[src/shared/ext_reg_pkg.sv]
// shared modes, configuration states and reset values of the third-supply control
package ext_reg_pkg;

  typedef enum logic [5:0] {
    MODE_INIT     = 6'h01,
    MODE_NORMAL   = 6'h02,
    MODE_STOP     = 6'h04,
    MODE_SLEEP    = 6'h08,
    MODE_RESTART  = 6'h10,
    MODE_FAILSAFE = 6'h20
  } dev_mode_t;

  typedef enum logic [2:0] {
    CFG_NONE       = 3'h1,
    CFG_STANDALONE = 3'h2,
    CFG_LOADSHARE  = 3'h4
  } cfg_state_t;

  localparam logic FLAG_RESET  = 1'b0;
  localparam logic CTRL_RESET  = 1'b0;
  localparam logic VSEL_RESET  = 1'b0;
  localparam logic VSEL_LSHARE = 1'b0;

endpackage

[src/shared/ext_reg_cfg_if.sv]
// configuration lock state shared between the regulator control modules
`timescale 1ns/1ns
interface ext_reg_cfg_if;
  logic standalone;
  logic loadShare;
  logic regOn;
  logic regEnable;

  modport lockSide (output standalone, output loadShare, output regOn);
  modport flagSide (input standalone, input regEnable);
  modport topSide  (input standalone, input loadShare, input regOn, output regEnable);
endinterface

[src/design/ext_reg_cfg_lock.sv]
// one-time configuration lock and regulator-on control bit
`timescale 1ns/1ns
module ext_reg_cfg_lock (
  input  wire logic         clk,
  input  wire logic         nrst,
  input  wire logic         softReset,
  input  wire logic         ctrlWrite,
  input  wire logic         onData,
  input  wire logic         lsData,
  output logic              commandFail,
  ext_reg_cfg_if.lockSide   cfg
);

  ext_reg_pkg::cfg_state_t state_reg;
  ext_reg_pkg::cfg_state_t state_next;
  logic                    regOn_reg;
  logic                    fail_reg;

  always_comb begin
    state_next = state_reg;
    case (state_reg)
      ext_reg_pkg::CFG_NONE: begin
        if (ctrlWrite && lsData) begin
          state_next = ext_reg_pkg::CFG_LOADSHARE;
        end else if (ctrlWrite && onData) begin
          state_next = ext_reg_pkg::CFG_STANDALONE;
        end
      end
      ext_reg_pkg::CFG_STANDALONE: state_next = ext_reg_pkg::CFG_STANDALONE;
      ext_reg_pkg::CFG_LOADSHARE:  state_next = ext_reg_pkg::CFG_LOADSHARE;
      default:                     state_next = ext_reg_pkg::CFG_NONE;
    endcase
  end

  always_ff @(posedge clk) begin
    if (!nrst) begin
      state_reg <= ext_reg_pkg::CFG_NONE;
    end else begin
      state_reg <= state_next;
    end
  end

  always_ff @(posedge clk) begin
    if (!nrst || softReset) begin
      regOn_reg <= ext_reg_pkg::CTRL_RESET;
    end else if (ctrlWrite && state_next == ext_reg_pkg::CFG_STANDALONE) begin
      regOn_reg <= onData;
    end
  end

  always_ff @(posedge clk) begin
    if (!nrst || softReset) begin
      fail_reg <= ext_reg_pkg::FLAG_RESET;
    end else begin
      fail_reg <= ctrlWrite && state_reg == ext_reg_pkg::CFG_LOADSHARE && (!lsData || onData);
    end
  end

  assign cfg.standalone = state_reg == ext_reg_pkg::CFG_STANDALONE;
  assign cfg.loadShare  = state_reg == ext_reg_pkg::CFG_LOADSHARE;
  assign cfg.regOn      = regOn_reg;
  assign commandFail    = fail_reg;

endmodule

[src/design/ext_reg_status_flags.sv]
// sticky overcurrent and undervoltage flags of the third supply
`timescale 1ns/1ns
module ext_reg_status_flags (
  input  wire logic         clk,
  input  wire logic         nrst,
  input  wire logic         shuntLimit,
  input  wire logic         thirdUv,
  input  wire logic         ocClear,
  input  wire logic         uvClear,
  output logic              ocFlag,
  output logic              uvFlag,
  ext_reg_cfg_if.flagSide   cfg
);

  logic ocFlag_reg;
  logic uvFlag_reg;
  logic ocSet;
  logic uvSet;

  assign ocSet = cfg.standalone && cfg.regEnable && shuntLimit;
  assign uvSet = cfg.standalone && cfg.regEnable && thirdUv;

  always_ff @(posedge clk) begin
    if (!nrst) begin
      ocFlag_reg <= ext_reg_pkg::FLAG_RESET;
    end else if (ocSet) begin
      ocFlag_reg <= 1'b1;
    end else if (ocClear && !shuntLimit) begin
      ocFlag_reg <= 1'b0;
    end
  end

  always_ff @(posedge clk) begin
    if (!nrst) begin
      uvFlag_reg <= ext_reg_pkg::FLAG_RESET;
    end else if (uvSet) begin
      uvFlag_reg <= 1'b1;
    end else if (uvClear) begin
      uvFlag_reg <= 1'b0;
    end
  end

  assign ocFlag = ocFlag_reg;
  assign uvFlag = uvFlag_reg;

endmodule

[src/design/ext_regulator_config_lock.sv]
// third-supply regulator control: configuration lock, per-mode enable, status
`timescale 1ns/1ns
// How it works
// - stand-alone locks; on/off still allowed
// - stand-alone config change ignored, no fail
// - stand-alone limit sets overcurrent; clear after
// - stand-alone undervoltage monitored and flagged
// - first load-share set locks; on ignored
// - load-share change refused, fail flag set
// - load share in normal and restart, stop if kept
// - stop without keep switches load share off
// - load-share bit stays; resumes in normal
// - load share never flags undervoltage
// - fail-safe mode switches regulator off
// - load share: no limiting, no overcurrent
// - supply undervoltage off; optional keep-off
// - voltage select ignored in load share
// - lock survives soft reset
module ext_regulator_config_lock (
  input  wire logic                   clk,
  input  wire logic                   nrst,
  input  wire logic                   softReset,
  input  wire ext_reg_pkg::dev_mode_t deviceMode,
  input  wire logic                   ctrlWrite,
  input  wire logic                   standaloneRegulatorOn,
  input  wire logic                   loadShareSelect,
  input  wire logic                   loadShareKeepInStop,
  input  wire logic                   keepOffAfterSupplyUndervoltage,
  input  wire logic                   thirdSupplyVoltageSelect,
  input  wire logic                   supplyUndervoltage,
  input  wire logic                   shuntThresholdReached,
  input  wire logic                   thirdSupplyLow,
  input  wire logic                   overcurrentClear,
  input  wire logic                   undervoltageClear,
  output logic                        regulatorEnable,
  output logic                        loadShareActive,
  output logic                        currentLimitEnable,
  output logic                        undervoltageMonitorEnable,
  output logic                        voltageSelectOut,
  output logic                        thirdSupplyOvercurrentFlag,
  output logic                        thirdSupplyUndervoltageFlag,
  output logic                        commandFail,
  output logic                        configStandalone,
  output logic                        configLoadShare,
  output logic                        regulatorOnReadback
);

  ext_reg_cfg_if cfgBus ();

  logic regEnable_reg;
  logic regEnable_next;
  logic lsActive_reg;
  logic limitEn_reg;
  logic uvMon_reg;
  logic vsel_reg;
  logic uvHold_reg;
  logic saModeOk;
  logic lsModeOk;
  logic supplyBlock;
  logic saOn;
  logic lsOn;

  ext_reg_cfg_lock lockUnit (
    .clk         (clk),
    .nrst        (nrst),
    .softReset   (softReset),
    .ctrlWrite   (ctrlWrite),
    .onData      (standaloneRegulatorOn),
    .lsData      (loadShareSelect),
    .commandFail (commandFail),
    .cfg         (cfgBus.lockSide)
  );

  ext_reg_status_flags flagUnit (
    .clk        (clk),
    .nrst       (nrst),
    .shuntLimit (shuntThresholdReached),
    .thirdUv    (thirdSupplyLow),
    .ocClear    (overcurrentClear),
    .uvClear    (undervoltageClear),
    .ocFlag     (thirdSupplyOvercurrentFlag),
    .uvFlag     (thirdSupplyUndervoltageFlag),
    .cfg        (cfgBus.flagSide)
  );

  assign cfgBus.regEnable = regEnable_reg;

  always_comb begin
    saModeOk = 1'b0;
    lsModeOk = 1'b0;
    case (deviceMode)
      ext_reg_pkg::MODE_NORMAL: begin
        saModeOk = 1'b1;
        lsModeOk = 1'b1;
      end
      ext_reg_pkg::MODE_STOP: begin
        saModeOk = 1'b1;
        lsModeOk = loadShareKeepInStop;
      end
      ext_reg_pkg::MODE_SLEEP: begin
        saModeOk = 1'b1;
      end
      ext_reg_pkg::MODE_RESTART: begin
        saModeOk = 1'b1;
        lsModeOk = 1'b1;
      end
      default: begin
        saModeOk = 1'b0;
        lsModeOk = 1'b0;
      end
    endcase
  end

  always_ff @(posedge clk) begin
    if (!nrst || softReset) begin
      uvHold_reg <= ext_reg_pkg::CTRL_RESET;
    end else if (supplyUndervoltage && keepOffAfterSupplyUndervoltage) begin
      uvHold_reg <= 1'b1;
    end else if (ctrlWrite) begin
      uvHold_reg <= 1'b0;
    end
  end

  assign supplyBlock = supplyUndervoltage || uvHold_reg;
  assign saOn = cfgBus.standalone && cfgBus.regOn && saModeOk && !supplyBlock;
  assign lsOn = cfgBus.loadShare && lsModeOk && !supplyBlock;
  assign regEnable_next = saOn || lsOn;

  always_ff @(posedge clk) begin
    if (!nrst || softReset) begin
      regEnable_reg <= ext_reg_pkg::CTRL_RESET;
    end else begin
      regEnable_reg <= regEnable_next;
    end
  end

  always_ff @(posedge clk) begin
    if (!nrst || softReset) begin
      lsActive_reg <= ext_reg_pkg::CTRL_RESET;
    end else begin
      lsActive_reg <= lsOn;
    end
  end

  always_ff @(posedge clk) begin
    if (!nrst || softReset) begin
      limitEn_reg <= ext_reg_pkg::CTRL_RESET;
      uvMon_reg   <= ext_reg_pkg::CTRL_RESET;
    end else begin
      limitEn_reg <= saOn;
      uvMon_reg   <= saOn;
    end
  end

  always_ff @(posedge clk) begin
    if (!nrst) begin
      vsel_reg <= ext_reg_pkg::VSEL_RESET;
    end else if (cfgBus.standalone) begin
      vsel_reg <= thirdSupplyVoltageSelect;
    end else begin
      vsel_reg <= ext_reg_pkg::VSEL_LSHARE;
    end
  end

  assign regulatorEnable           = regEnable_reg;
  assign loadShareActive           = lsActive_reg;
  assign currentLimitEnable        = limitEn_reg;
  assign undervoltageMonitorEnable = uvMon_reg;
  assign voltageSelectOut          = vsel_reg;
  assign configStandalone          = cfgBus.standalone;
  assign configLoadShare           = cfgBus.loadShare;
  assign regulatorOnReadback       = cfgBus.regOn;

  // checks

  sa_lock_kept_a: assert property (
    @(posedge clk) disable iff (!nrst)
    cfgBus.standalone && ctrlWrite && !softReset |=> cfgBus.standalone && !cfgBus.loadShare &&
      cfgBus.regOn == $past(standaloneRegulatorOn)
  ) else $error("stand-alone lock or on bit wrong after write");

  sa_no_fail_a: assert property (
    @(posedge clk) disable iff (!nrst)
    cfgBus.standalone && ctrlWrite && !softReset |=> !commandFail
  ) else $error("fail flagged in stand-alone");

  oc_hold_a: assert property (
    @(posedge clk) disable iff (!nrst)
    thirdSupplyOvercurrentFlag && shuntThresholdReached |=> thirdSupplyOvercurrentFlag
  ) else $error("overcurrent cleared while present");

  oc_set_a: assert property (
    @(posedge clk) disable iff (!nrst)
    cfgBus.standalone && regEnable_reg && shuntThresholdReached |=> thirdSupplyOvercurrentFlag
  ) else $error("overcurrent not flagged");

  uv_flag_set_a: assert property (
    @(posedge clk) disable iff (!nrst)
    cfgBus.standalone && regEnable_reg && thirdSupplyLow |=> thirdSupplyUndervoltageFlag
  ) else $error("undervoltage not flagged");

  ls_on_ignored_a: assert property (
    @(posedge clk) disable iff (!nrst)
    cfgBus.loadShare |-> !cfgBus.standalone && !cfgBus.regOn
  ) else $error("on bit active in load share");

  ls_fail_a: assert property (
    @(posedge clk) disable iff (!nrst)
    cfgBus.loadShare && ctrlWrite && !softReset && (!loadShareSelect || standaloneRegulatorOn)
      |=> commandFail && cfgBus.loadShare
  ) else $error("refused change not flagged");

  ls_normal_a: assert property (
    @(posedge clk) disable iff (!nrst)
    cfgBus.loadShare && deviceMode == ext_reg_pkg::MODE_NORMAL && !supplyBlock && !softReset
      |=> loadShareActive && regulatorEnable
  ) else $error("load share not active in normal");

  ls_stop_off_a: assert property (
    @(posedge clk) disable iff (!nrst)
    deviceMode == ext_reg_pkg::MODE_STOP && !loadShareKeepInStop && cfgBus.loadShare
      |=> !loadShareActive && !regulatorEnable
  ) else $error("load share kept in stop");

  ls_resume_a: assert property (
    @(posedge clk) disable iff (!nrst)
    cfgBus.loadShare && deviceMode == ext_reg_pkg::MODE_STOP ##1
      deviceMode == ext_reg_pkg::MODE_NORMAL && !supplyBlock && !softReset
      |=> cfgBus.loadShare && loadShareActive
  ) else $error("load share did not resume");

  ls_no_uv_a: assert property (
    @(posedge clk) disable iff (!nrst)
    cfgBus.loadShare |-> !thirdSupplyUndervoltageFlag && !undervoltageMonitorEnable
  ) else $error("undervoltage in load share");

  failsafe_off_a: assert property (
    @(posedge clk) disable iff (!nrst)
    deviceMode == ext_reg_pkg::MODE_FAILSAFE |=> !regulatorEnable
  ) else $error("regulator on in fail-safe");

  ls_no_oc_a: assert property (
    @(posedge clk) disable iff (!nrst)
    cfgBus.loadShare |-> !thirdSupplyOvercurrentFlag && !currentLimitEnable
  ) else $error("current limit in load share");

  vs_uv_off_a: assert property (
    @(posedge clk) disable iff (!nrst)
    supplyUndervoltage && keepOffAfterSupplyUndervoltage ##1 !supplyUndervoltage && !ctrlWrite
      |=> !regulatorEnable
  ) else $error("regulator back on despite keep-off");

  vsel_ls_a: assert property (
    @(posedge clk) disable iff (!nrst)
    cfgBus.loadShare |=> voltageSelectOut == ext_reg_pkg::VSEL_LSHARE
  ) else $error("voltage select used in load share");

  soft_keep_a: assert property (
    @(posedge clk) disable iff (!nrst)
    softReset && !ctrlWrite |=> cfgBus.loadShare == $past(cfgBus.loadShare) &&
      cfgBus.standalone == $past(cfgBus.standalone)
  ) else $error("soft reset lost configuration");

  both_first_a: assert property (
    @(posedge clk) disable iff (!nrst)
    !cfgBus.loadShare && !cfgBus.standalone && ctrlWrite && loadShareSelect && standaloneRegulatorOn
      |=> cfgBus.loadShare
  ) else $error("load share lost priority");

endmodule

[config.mk]
export PLATFORM = sky130hd
export DESIGN_NAME = ext_regulator_config_lock
export DESIGN_NICKNAME = d
export VERILOG_FILES = /design/src/shared/ext_reg_pkg.sv /design/src/shared/ext_reg_cfg_if.sv /design/src/design/ext_reg_cfg_lock.sv /design/src/design/ext_reg_status_flags.sv /design/src/design/ext_regulator_config_lock.sv
export SDC_FILE = /design/constraint.sdc
export NUM_CORES = 1
export LEC_CHECK = 0
export ABC_AREA = 1
export BUFFER_PORTS_ARGS = -buffer_cell sky130_fd_sc_hd__buf_2
export CORE_AREA = 2 2 39 41
export DETAILED_ROUTE_END_ITERATION = 7
export DIE_AREA = 0 0 41 43
export PLACE_DENSITY_LB_ADDON = 0.08
export SLEW_MARGIN = 10
export SYNTH_ARGS = -nofsm -noshare
export SYNTH_HDL_FRONTEND = slang
export SYNTH_SLANG_ARGS = --single-unit
[constraint.sdc]
create_clock -name clk -period 2.5 [get_ports clk]
set_input_delay 0.5 -clock clk [delete_from_list [all_inputs] [get_ports clk]]
set_output_delay 0.5 -clock clk [all_outputs]
set_load 0.02 [all_outputs]
==> metrics.md <==
| Metric | Value |
|---|---|
| Post-CTS setup buffers | 0 |
| Via count of the first global-routing pass | 490 |
| Setup TNS | 0 ns |
| Number of top-level pins | 31 |
| Worst setup path class | flip-flop to primary output |
| Pre-antenna DRT Iters | 4 |
| Critical path buffers and inverters | 3 |
| Number of nets in the synthesized netlist | 103 |
| Design area | around 800 um^2 |
| Source-to-sink clock delay at the later pin of the worst-skew pair | roughly 0.27 ns |
| Largest net degree at the start of global routing | 8 |
| Count of state elements after synthesis | 12 |
| Maximum count of clock buffers along a single path | 2 |
| Net load switching power | 0.112 mW |
| Count of cell types in the netlist | 21 |
| Final-report setup violation count | 0 |
| Data required time of the critical path | 2.00 ns |
| Floorplan die height | 43 um |
| Mean Syn Cell Area | about 7 um^2 |
| Share of cells above drive strength 1 | 0.405 |
| Gates resized, CTS repair | 0 |
| Multi-input logic area | 268 um^2 |
| Tightest Pin Transition | ~0.22 ns |
| Hold path start | shuntThresholdReached |
| DRC violations left | 0 |
| Slew margin rel. | 0.856 |
| Gate count of the mapped netlist | 83 |
| Number of max-capacitance violations reported | 0 |
| Worst Setup Start Kind | flip-flop |
| Shortest clock period the worst path allows after layout | 1.58 ns |
| Layout Skew | approximately 0.0033 ns |
| Total clock buffers created by CTS | 3 |
| Critical path, cell by cell | inv_2, nand3_1, inv_1, buf_2 |
| Vias | around 600 |
| Global placement routability congestion | 0.713 |
| Sequential share of power | 0.474 |
| Total power consumption of the routed design | approximately 0.43 mW |
| Area grow syn2layout | 34.1% |
| Power Density | roughly 550 nW/um^2 |
| Cell class contributing the biggest share of worst-path delay | flip-flops |
| Switching share of power | 0.261 |
| Layout net count | about 140 |
| Internal power | around 0.32 mW |
| Gate power share | 0.169 |
| Hold EP | flagUnit.ocFlag$_SDFFE_PN0P_ |
| Fillers | 143 |
| Initial detailed-routing violation count | 6 |
| Cell area after technology mapping | slightly below 600 um^2 |
| Longest individual stage delay on the worst path | 0.36 ns |
| Class of the tightest hold or removal check | primary input to flip-flop |
| # port buffers | 30 |
| F_max | ~0.63 GHz |
| Number of sinks handled by clock tree synthesis | 12 |
| Placed wire-length estimate after detailed placement | 955 um |
| Minimum setup slack in the final design | ~0.9 ns |
| Gr usage total | 0.166 |
| Reg2reg end | lockUnit.cfg.regOn$_SDFFE_PP0P_ |
| Hold Path Cell Cnt | 3 |
| Floorplan row count | 14 |
| CTS tree | yes |
| Placeable core area | 1380 um^2 |
| Max rail drop VDD | 0.319 mV |
| Sequential cell area | 240 um^2 |
| Start of the worst register-to-register path | lockUnit.state_reg[1]$_SDFF_PN0_ |
| Total wirelength of the detailed-routed design | approximately 1100 um |
| Effective utilization at floorplan | 0.421 |
| First-pass GRT wire length | 1900 um |
| Total cell area at the placement stage | about 750 um^2 |
| Status | finished clean |
| Average wire per cell in the routed design | 8.67 um |
| Average via count per standard cell | 4.59 |
| Number of cells traversed by the worst register-to-register path | 5 |
| Data arrival time of the critical path | 1.08 ns |
| Die area | between 1500 and 2000 um^2 |
| Antenna Diode Count | 0 |
| Antenna violations before repair | 0 |
| Pre-CTS setup slack | 1.21 ns |
| Worst-path clk slew | ~0.080 ns |
| Sum of overflow across all layers after global routing | 0 |
| Slew Viols, Final | 0 |
| Flip-flop count of the largest register after layout | 3 |
| Overall die width | 41 um |
| CTS H-tree lvls | 1 |
| Period utilisation layout | 0.633 |
| Kind of end point of the critical path | primary output |
| Leakage power | 0.448 nW |
| Critical path peak fanout | 5 |
| Seq/Total Area, Yosys | 0.412 |
| Number of synthesis warnings | 0 |
| Clock Root Buffer | clkbuf_4 |
| ANT nets after route | 0 |
| Register-to-register path setup slack | 1.52 ns |
| RSZ-0062 raised after global routing | no |
| Slowest cell on crit path | dfxtp_1 |
| Number of hold violations in the final report | 0 |
| Clock network power share | 0.357 |
| Hold buffers post-CTS | 0 |
==> cells by family after synthesis <==
| group | share of synthesized area |
|---|---|
| xor+xnor | 0.0150 |
| buf+inv | 0.129 |
| compound gates | 0.0815 |
| simple gates | 0.363 |
| flops | 0.412 |
==> Yosys cell counts <==
| cell type | n | area [um^2] |
|---|---|---|
| inv_2 | 7 | 26.3 |
| o21ai_1 | 1 | 5.00 |
| o21ai_2 | 1 | 8.76 |
| nand4_1 | 2 | 12.5 |
| nand2_1 | 20 | 75.1 |
| o21ai_0 | 1 | 5.00 |
| or2_1 | 1 | 6.26 |
| nor3_2 | 2 | 20.0 |
| a21oi_1 | 4 | 20.0 |
| nor2_1 | 7 | 26.3 |
| a21oi_2 | 1 | 8.76 |
| nor3_1 | 1 | 5.00 |
| inv_1 | 11 | 41.3 |
| nand3b_1 | 1 | 7.51 |
| and2_1 | 2 | 12.5 |
| buf_4 | 1 | 7.51 |
| dfxtp_1 | 12 | 240 |
| nand3_2 | 1 | 10.0 |
| nor2_4 | 1 | 11.3 |
| nand3_1 | 5 | 25.0 |
| xor2_1 | 1 | 8.76 |
==> layout make-up <==
type / instances / share of cell area
clock buffers: 4 / 0.0464
inverters: 18 / 0.0864
multi-input cells: 52 / 0.342
flip-flops and latches: 12 / 0.307
well taps: 16 / 0.0256
repair buffers: 30 / 0.192
==> worst reg2reg max path, cell delays in order (launching register included) <==
cell	delay, ns
dfxtp_1	0.33
inv_2	0.07
nand3_1	0.14
o21ai_2	0.19
nand2_1	0.08
a21oi_2	0.11
==> cell usage in the layout, fill, tap and decap left out, types with 2 or more instances in the layout <==
cell,count
a21oi_1,4
nand4_1,2
buf_2,30
inv_1,11
nor3_2,2
nand3_1,5
clkbuf_4,3
dfxtp_1,12
and2_1,2
nand2_1,20
inv_2,7
nor2_1,7
==> power groups by stage <==
stage | clock (mW) | combinational (mW) | sequential, mW
CTS | 0.157 | 0.0734 | 0.204
floorplan | 0 | 0.0443 | 0.209
detailed placement | 0 | 0.0731 | 0.209
global route | 0.169 | 0.0835 | 0.205
finish | 0.153 | 0.0727 | 0.204
global placement | 0 | 0.0718 | 0.208
==> worst max-delay path by stage <==
| stage | start | endpoint | slack [ns] | depth (start not counted) |
|---|---|---|---|---|
| after global placement | deviceMode[2] | regulatorEnable$_SDFF_PP0_ | 1.22 | 7 |
| after detailed placement | deviceMode[2] | regulatorEnable$_SDFF_PP0_ | 1.21 | 7 |
| final | lockUnit.state_reg[0]$_SDFF_PN1_ | configLoadShare | 0.92 | 4 |
| after CTS | lockUnit.state_reg[0]$_SDFF_PN1_ | configLoadShare | 0.91 | 4 |
| after global routing | lockUnit.state_reg[2]$_SDFF_PN0_ | configStandalone | 0.82 | 4 |
| after floorplan | lockUnit.state_reg[0]$_SDFF_PN1_ | configLoadShare | 1.33 | 3 |
==> per-stage QoR <==
step | util | std cells | hold WS (ns)
floorplan | - | 83 | 0.434
global placement | 0.539 | 128 | 0.455
detailed placement | 0.539 | 128 | 0.457
CTS | 0.565 | 132 | 0.443
global route | 0.565 | 132 | 0.457
finish | 0.565 | 132 | 0.443
==> layer usage <==
| layer | vias to the layer above | GRT usage | part of all wire | wire length, um |
|---|---|---|---|---|
| met3 | 4 | 0.0471 | 0.095 | 109 |
| li1 | 320 | - | - | - |
| met5 | - | 0 | 0 | 0 |
| met2 | 27 | 0.228 | 0.44 | 509 |
| met1 | 255 | 0.210 | 0.43 | 490 |
| met4 | 0 | 0.120 | 0.031 | 36 |
Note: power is estimated with default switching activity, not from simulation.
